**config.mk**
```make
export PLATFORM = sky130hd
export DESIGN_NAME = sem_event_unit
export DESIGN_NICKNAME = d
export VERILOG_FILES = /design/src/sem_pkg.sv /design/src/sem_wm_match.sv /design/src/sem_event_unit.sv
export SDC_FILE = /design/constraint.sdc
export NUM_CORES = 1
export LEC_CHECK = 0
export BUFFER_PORTS_ARGS = -buffer_cell sky130_fd_sc_hd__buf_2
export CORE_MARGIN = 2
export CORE_UTILIZATION = 41
export CTS_CLUSTER_SIZE = 28
export DETAILED_ROUTE_END_ITERATION = 8
export PLACE_DENSITY = 0.73
export SYNTH_ARGS = -nofsm -noshare
export SYNTH_HDL_FRONTEND = slang
export SYNTH_SLANG_ARGS = --single-unit
```
**constraint.sdc**
```tcl
create_clock -name sys_clk -period 4.9 [get_ports sys_clk]
set_clock_uncertainty 0.1 [all_clocks]
set_input_delay 0.49 -clock sys_clk [delete_from_list [all_inputs] [get_ports sys_clk]]
set_output_delay 0.49 -clock sys_clk [all_outputs]
set_load 0.005 [all_outputs]
```
**src/sem_pkg.sv**
```systemverilog
// Constants, register map and field layout of the event-mask and underrun-fill unit.
// Assumes an APB slave with 32-bit data and one aligned word per register.
// Overview of operation
// - Frame error raises an event when frame_error_event_en (bit 12) is set.
// - Busy activity raises an event when activity_event_en (bit 11) is set.
// - Transmit underrun raises an event when underrun_event_en (bit 8) is set.
// - Empty transmit path raises events when shift_empty_event_en (bit 7) is set.
// - Receive overflow raises an event when overflow_event_en (bit 6) is set.
// - Empty receive buffer raises an event when rx_empty_event_en (bit 5) is set.
// - Empty transmit buffer raises an event when tx_empty_event_en (bit 3) is set.
// - Full transmit buffer raises an event when tx_full_event_en (bit 1) is set.
// - Full receive buffer raises an event when rx_full_event_en (bit 0) is set.
// - Receive watermark fires when enabled and rx threshold is at most rx count.
// - Transmit watermark fires when enabled and tx threshold equals tx count.
// - No watermark match ever when a threshold exceeds the FIFO depth.
// - Threshold bit 2 exists from depth 8, bit 3 from 16, bit 4 at 32.
// - Underrun fill value replaces buffer data on underrun when fill is enabled.
// - Lengths 9-16 use the low fill half-word; 2-8 use its low byte.
// - Lengths 25-32 use the whole high half-word; 17-24 its low byte.
// - Serial clock is bus clock divided by twice the sum of divisor and one.
// - Unimplemented mask register bits read as zero.
// - Six-bit rx and tx element counts feed the watermark comparisons.
package sem_pkg;
   localparam logic [7:0] SEM_OFF_EVMASK = 8'h00;
   localparam logic [7:0] SEM_OFF_WMMASK = 8'h04;
   localparam logic [7:0] SEM_OFF_FILLLO = 8'h08;
   localparam logic [7:0] SEM_OFF_FILLHI = 8'h0C;
   localparam logic [7:0] SEM_OFF_BAUD = 8'h10;
   localparam logic [7:0] SEM_OFF_STATUS = 8'h14;

   localparam int SEM_B_RXFULL = 0;
   localparam int SEM_B_TXFULL = 1;
   localparam int SEM_B_TXEMPTY = 3;
   localparam int SEM_B_RXEMPTY = 5;
   localparam int SEM_B_OVF = 6;
   localparam int SEM_B_SHEMPTY = 7;
   localparam int SEM_B_UNDERRUN = 8;
   localparam int SEM_B_ACT = 11;
   localparam int SEM_B_FRAME_ERROR_FLAG = 12;
   localparam logic [15:0] SEM_EVMASK_IMPL = 16'h19EB;

   localparam int SEM_THR_W = 6;
   localparam int SEM_RXWEN_BIT = 15;
   localparam int SEM_RXTHR_LSB = 8;
   localparam int SEM_TXWEN_BIT = 7;
   localparam int SEM_TXTHR_LSB = 0;
   localparam logic [5:0] SEM_THR_BASE = 6'h23;
   localparam logic [5:0] SEM_THR_B2 = 6'h04;
   localparam logic [5:0] SEM_THR_B3 = 6'h08;
   localparam logic [5:0] SEM_THR_B4 = 6'h10;
   localparam int SEM_DEPTH_B2 = 8;
   localparam int SEM_DEPTH_B3 = 16;
   localparam int SEM_DEPTH_B4 = 32;

   localparam int SEM_WL_W = 5;
   localparam logic [4:0] SEM_WL_8 = 5'h07;
   localparam logic [4:0] SEM_WL_16 = 5'h0F;
   localparam logic [4:0] SEM_WL_24 = 5'h17;

   localparam int SEM_BAUD_W = 13;
   localparam logic [15:0] SEM_RST16 = 16'h0000;

   typedef enum logic {SEM_IDLE, SEM_ACK} sem_bus_t;

   function automatic logic [5:0] sem_thr_keep(input int depth);
      logic [5:0] k;
      k = SEM_THR_BASE;
      if (depth >= SEM_DEPTH_B2) k = k | SEM_THR_B2;
      if (depth >= SEM_DEPTH_B3) k = k | SEM_THR_B3;
      if (depth >= SEM_DEPTH_B4) k = k | SEM_THR_B4;
      return k;
   endfunction
endpackage

```
**src/sem_wm_match.sv**
```systemverilog
// Watermark comparator for one FIFO direction.
// Assumes the threshold is already stripped of bits the depth does not implement.
`timescale 1ns/1ns
module sem_wm_match
   import sem_pkg::*;
#(
   parameter int DEPTH = 16,
   parameter bit EXACT = 1'b0
) (
   input wire logic [5:0] thresh,
   input wire logic [5:0] count,
   output logic match
);
   localparam logic [6:0] DEPTH_V = 7'(DEPTH);
   logic inRange;

   // Out-of-range thresholds are dead rather than aliased onto a smaller value
   assign inRange = {1'b0, thresh} <= DEPTH_V;
   assign match = inRange && (EXACT ? (thresh == count) : (thresh <= count));

   always_comb begin
      assert (inRange || !match) else $error("watermark matched beyond depth");
   end
endmodule

```
**src/sem_event_unit.sv**
```systemverilog
// Event masking, watermark interrupt, underrun fill word and baud divider.
// Assumes status flags and element counts arrive synchronous to sys_clk from the SPI core.
//
// Implementation choices: the register addresses and the APB interface to the registers.
`timescale 1ns/1ns
module sem_event_unit
   import sem_pkg::*;
#(
   parameter int FIFO_DEPTH = 16
) (
   input wire logic sys_clk,
   input wire logic srst,
   input wire logic psel,
   input wire logic penable,
   input wire logic pwrite,
   input wire logic [7:0] paddr,
   input wire logic [31:0] pwdata,
   output logic [31:0] prdata,
   output logic pready,
   output logic pslverr,
   input wire logic frameErrorFlag,
   input wire logic activityFlag,
   input wire logic underrunFlag,
   input wire logic shiftEmptyFlag,
   input wire logic overflowFlag,
   input wire logic rxEmptyFlag,
   input wire logic txEmptyFlag,
   input wire logic txFullFlag,
   input wire logic rxFullFlag,
   input wire logic [5:0] rxElementCount,
   input wire logic [5:0] txElementCount,
   input wire logic underrunFillEn,
   input wire logic [4:0] wordLengthSel,
   input wire logic peripheralEnable,
   input wire logic [31:0] bufTxWord,
   output logic [31:0] txWord,
   output logic serialClk,
   output logic irqReq
);
   localparam logic [5:0] THR_KEEP = sem_thr_keep(FIFO_DEPTH);

   typedef struct packed {
      sem_bus_t busState;
      logic [31:0] rdData;
      logic slvErr;
      logic [15:0] evMask;
      logic [15:0] wmMask;
      logic [15:0] fillLo;
      logic [15:0] fillHi;
      logic [12:0] baud;
      logic [12:0] baudCnt;
      logic sclk;
      logic irq;
      logic [31:0] txWord;
   } sem_state_t;

   sem_state_t st_reg;
   sem_state_t st_next;
   logic [15:0] flagVec;
   logic [5:0] rxThr;
   logic [5:0] txThr;
   logic rxWEn;
   logic txWEn;
   logic rxWmHit;
   logic txWmHit;
   logic evHit;
   logic addrHit;
   logic [31:0] rdWord;
   logic [31:0] fillWord;
   logic [15:0] wrMaskHi;

   assign flagVec = {3'h0, frameErrorFlag, activityFlag, 2'h0, underrunFlag,
                     shiftEmptyFlag, overflowFlag, rxEmptyFlag, 1'b0, txEmptyFlag,
                     1'b0, txFullFlag, rxFullFlag};
   assign rxThr = st_reg.wmMask[SEM_RXTHR_LSB +: SEM_THR_W];
   assign txThr = st_reg.wmMask[SEM_TXTHR_LSB +: SEM_THR_W];
   assign rxWEn = st_reg.wmMask[SEM_RXWEN_BIT];
   assign txWEn = st_reg.wmMask[SEM_TXWEN_BIT];

   sem_wm_match #(
      .DEPTH(FIFO_DEPTH),
      .EXACT(1'b0)
   ) rxMatch (
      .thresh(rxThr),
      .count(rxElementCount),
      .match(rxWmHit)
   );

   sem_wm_match #(
      .DEPTH(FIFO_DEPTH),
      .EXACT(1'b1)
   ) txMatch (
      .thresh(txThr),
      .count(txElementCount),
      .match(txWmHit)
   );

   // Each flag counts only while its enable bit is set
   assign evHit = |(st_reg.evMask & flagVec);

   assign addrHit = (paddr == SEM_OFF_EVMASK) || (paddr == SEM_OFF_WMMASK) ||
                    (paddr == SEM_OFF_FILLLO) || (paddr == SEM_OFF_FILLHI) ||
                    (paddr == SEM_OFF_BAUD) || (paddr == SEM_OFF_STATUS);

   // Threshold bits absent at this depth and both gaps are never stored
   assign wrMaskHi = {2'b10, THR_KEEP, 2'b10, THR_KEEP};

   always_comb begin
      rdWord = 32'h0000_0000;
      case (paddr)
         SEM_OFF_EVMASK: rdWord = {16'h0000, st_reg.evMask};
         SEM_OFF_WMMASK: rdWord = {16'h0000, st_reg.wmMask};
         SEM_OFF_FILLLO: rdWord = {16'h0000, st_reg.fillLo};
         SEM_OFF_FILLHI: rdWord = {16'h0000, st_reg.fillHi};
         SEM_OFF_BAUD: rdWord = {19'h00000, st_reg.baud};
         // Counts and flags leave bits 31:30 and 23:22 zero; match bits are visible only as irqReq
         SEM_OFF_STATUS: rdWord = {2'h0, rxElementCount, 2'h0, txElementCount,
                                   flagVec};
         default: rdWord = 32'h0000_0000;
      endcase
   end

   always_comb begin
      fillWord = {st_reg.fillHi, st_reg.fillLo};
      if (wordLengthSel <= SEM_WL_8) begin
         fillWord = {24'h000000, st_reg.fillLo[7:0]};
      end else if (wordLengthSel <= SEM_WL_16) begin
         fillWord = {16'h0000, st_reg.fillLo};
      end else if (wordLengthSel <= SEM_WL_24) begin
         fillWord = {8'h00, st_reg.fillHi[7:0], st_reg.fillLo};
      end
   end

   always_comb begin
      st_next = st_reg;
      case (st_reg.busState)
         SEM_IDLE: begin
            // Read data is sampled a cycle early so prdata comes from a flop
            if (psel && penable) begin
               st_next.rdData = rdWord;
               st_next.slvErr = !addrHit;
               st_next.busState = SEM_ACK;
            end
         end
         SEM_ACK: begin
            st_next.busState = SEM_IDLE;
            if (psel && penable && pwrite) begin
               case (paddr)
                  SEM_OFF_EVMASK: st_next.evMask = pwdata[15:0] & SEM_EVMASK_IMPL;
                  SEM_OFF_WMMASK: st_next.wmMask = pwdata[15:0] & wrMaskHi;
                  SEM_OFF_FILLLO: st_next.fillLo = pwdata[15:0];
                  SEM_OFF_FILLHI: st_next.fillHi = pwdata[15:0];
                  // Divisor is taken as is; a change while enabled glitches the clock
                  SEM_OFF_BAUD: st_next.baud = pwdata[SEM_BAUD_W-1:0];
                  default: st_next.baud = st_reg.baud;
               endcase
            end
         end
         default: st_next.busState = SEM_IDLE;
      endcase

      if (!peripheralEnable) begin
         st_next.baudCnt = 13'h0000;
         st_next.sclk = 1'b0;
      end else if (st_reg.baudCnt >= st_reg.baud) begin
         st_next.baudCnt = 13'h0000;
         st_next.sclk = !st_reg.sclk;
      end else begin
         st_next.baudCnt = st_reg.baudCnt + 13'h0001;
      end

      st_next.irq = evHit || (rxWEn && rxWmHit) || (txWEn && txWmHit);
      st_next.txWord = (underrunFlag && underrunFillEn) ? fillWord : bufTxWord;
   end

   always_ff @(posedge sys_clk) begin
      if (srst) begin
         st_reg <= '0;
      end else begin
         st_reg <= st_next;
      end
   end

   assign pready = (st_reg.busState == SEM_ACK) && psel && penable;
   assign pslverr = pready && st_reg.slvErr;
   assign prdata = st_reg.rdData;
   assign txWord = st_reg.txWord;
   assign serialClk = st_reg.sclk;
   assign irqReq = st_reg.irq;
endmodule

```
==> metrics.cfg <==
[placement]
io_buffers=149
post_dp_cell_area_sq_um=7070
place_inst=1064
place_hpwl_mm=13.5
gp_congestion=0.946

[timing]
slew_headroom_pct=28.1
tightest_slew_ps=1080
tns_ps=0
report.final.slew_viol_count=0
finalCritPeriodShare_pct=50.1
holdWs_ps=190
max_freq_mhz=407
fin_crit_ps=2460
setup_viol=0
hold_violations=0
rsz0062_at_grt=false

[yosys]
postSynthAreaPerCell_sq_um=8.33
ys_seq_area_share_pct=42.8
ys_async_sr_fraction_pct=0
ys_warn_count=0
syn-cell-area_sq_um=6690
synth-seq-cells=143
synth_cell_types=49
ys.flop_type=dfxtp_1
syn_inst=803
synth_edf_count=0

[final_layout]
largest_register_ffs=75
syn_to_final_growth_pct=14.9
diodes=0
fin_util_pct=48.4
final_cell_area_sq_um=7680
layout_common_cells=nand2_1, buf_2, dfxtp_1
drive_gt1_share_pct=22.4
nNetsFinal=991
instances_no_fill=1096
final_common_cell=nand2_1

[critical_path]
cp_max_fo=16
crit_buf_inv=1
r2r_cells=5
crit_start=paddr[2]
worstPathArrival_ps=2640
critPathKind=in2reg
cp_top_family=simple AND/OR/NAND/NOR gates
crit_path_end_kind=flop
r2r-start=st_reg[157]$_SDFF_PP0_
path_cells=buf_2 > or4b_1 > or4_1 > nand2_1 > a21oi_1
critical_path.max_stage_delay_ps=850
critPathLaunchType=primary input
required_ps=5090
cp_slowest_cell=or4_1
rr_endpoint=st_reg[60]$_SDFFE_PP0P_
reg2reg_setup_slack_ps=2750

[floorplanning]
io_pins=173
start_util_pct=42.1
rows=46
dieWidth_microns=132
dieArea_sq_um=17300
core_area_sq_um=15900
die_y_microns=132

[drt]
drc_errors=0
postRouteAntennaNets=0
vias=5689
drtIter0Drc=480
wire_per_inst_microns=16.7
drt_wl_total_mm=18.4
firstDrtPassIters=6
viasPerCell=5.19

[run_status]
status=complete, no violations

[grt]
busiest_layer=met2
met1_usage_pct=26.9
grt_pass1_vias=5277
grt.overflow.total=0
antenna_found_initial=2
track_usage_pct=21.0
grt_first_pass_wirelength_mm=28.4
grt_use_met3_pct=5.05
met2_usage_pct=33.2
grt_max_degree=69

[clock_tree]
h-tree-depth=4
cts_tree=done
ctsResizeCount=0
cts_buffer_depth=2
path_clk_slew_ps=60
cts_sinks=143
hold_buffers=0
clk-insertion-delay-late_ps=440
root_buffer=clkbuf_16
post-cts-setup-buffers=0
numCtsBuffers=17

[hold_path]
min_from=bufTxWord[18]
min_path_type=in2reg
hold_depth=3
hold-path-endpoint=txWord[18]$_SDFF_PP0_

[power]
p_leak_uw=0.00322
vdd_drop_max_mv=0.210
power.density_nw_per_um2=352

[flow_run]
max_cap_violations=0

==> power by group <==
group | internal, uW | switching (uW) | total (uW)
Clock | 824 | 534 | 1360
Sequential | 1180 | 5.53 | 1190
Combinational | 63.2 | 101 | 164
Total | 2070 | 640 | 2710
==> area by class of cell <==
class,count,area [sq um]
Clock buffer,18,439
Clock inverter,14,179
Fill cell,1541,8200
Inverter,22,82.6
Multi-Input combinational cell,531,3080
Sequential cell,143,2860
Tap cell,216,270
Timing Repair Buffer,152,771
==> worst reg2reg max path, cell delays in order, from the launching register on <==
cell,delay [ps]
dfxtp_1,340
and3_1,210
nand2_1,220
nor3_2,890
nand2_1,160
a21oi_1,180
==> routing by layer <==
metal  share of wire [%]  wire length, microns
met4                 3.9                   724
met2                  47                  8550
met1                  42                  7790
met3                 7.0                  1280
met5               0.071                    13
==> worst max-delay path by stage <==
stage / end / cells past startpoint
floorplan: st_reg[65]$_SDFFE_PP0P_ / 8
global placement: rxThr[5]$_SDFFE_PP0P_ / 5
detailed placement: rxWEn$_SDFFE_PP0P_ / 5
CTS: st_reg[97]$_SDFFE_PP0P_ / 5
global route: st_reg[60]$_SDFFE_PP0P_ / 6
finish: rxWEn$_SDFFE_PP0P_ / 5
==> cells in the mapped netlist (2+ instances only) <==
cell | instances | area [sq um]
dfxtp_1 | 143 | 2860
nand3_1 | 21 | 105
or3_1 | 3 | 18.8
a21oi_1 | 91 | 455
a22oi_1 | 40 | 300
buf_4 | 66 | 495
a221oi_1 | 2 | 17.5
a22o_1 | 12 | 105
nor4_4 | 2 | 42.5
and3_1 | 11 | 68.8
nor3_1 | 5 | 25.0
xor2_1 | 12 | 105
nor3_2 | 2 | 20.0
a211oi_1 | 8 | 60.1
and2_1 | 4 | 25.0
buf_2 | 9 | 45.0
o2bb2ai_1 | 7 | 61.3
nor2b_1 | 5 | 31.3
nor2_1 | 69 | 259
inv_1 | 22 | 82.6
nand2_1 | 150 | 563
nand4_1 | 2 | 12.5
xnor2_1 | 3 | 26.3
mux2i_1 | 23 | 230
ha_1 | 19 | 238
mux2_2 | 7 | 78.8
clkbuf_1 | 34 | 128
a31oi_1 | 3 | 18.8
o22ai_1 | 3 | 18.8
nand2b_1 | 3 | 18.8
o21ai_0 | 4 | 20.0
==> logic make-up after synthesis <==
| family | count (synthesis) | synth area share [%] |
|---|---|---|
| simple gates | 285 | 18.8 |
| compound gates | 178 | 16.9 |
| flops | 143 | 42.8 |
| buf+inv | 132 | 11.3 |
| mux | 30 | 4.62 |
| fa+ha+maj | 19 | 3.56 |
| xor+xnor | 15 | 1.97 |
| other cells | 1 | 0.0561 |
==> stage by stage <==
stage               power (uW)  setup WS [ps]
floorplan                 1320           2760
global placement          1370           2060
detailed placement        1380           2050
CTS                       2720           2480
global route              2790           2330
finish                    2710           2440
(Power assumes the default switching activity.)
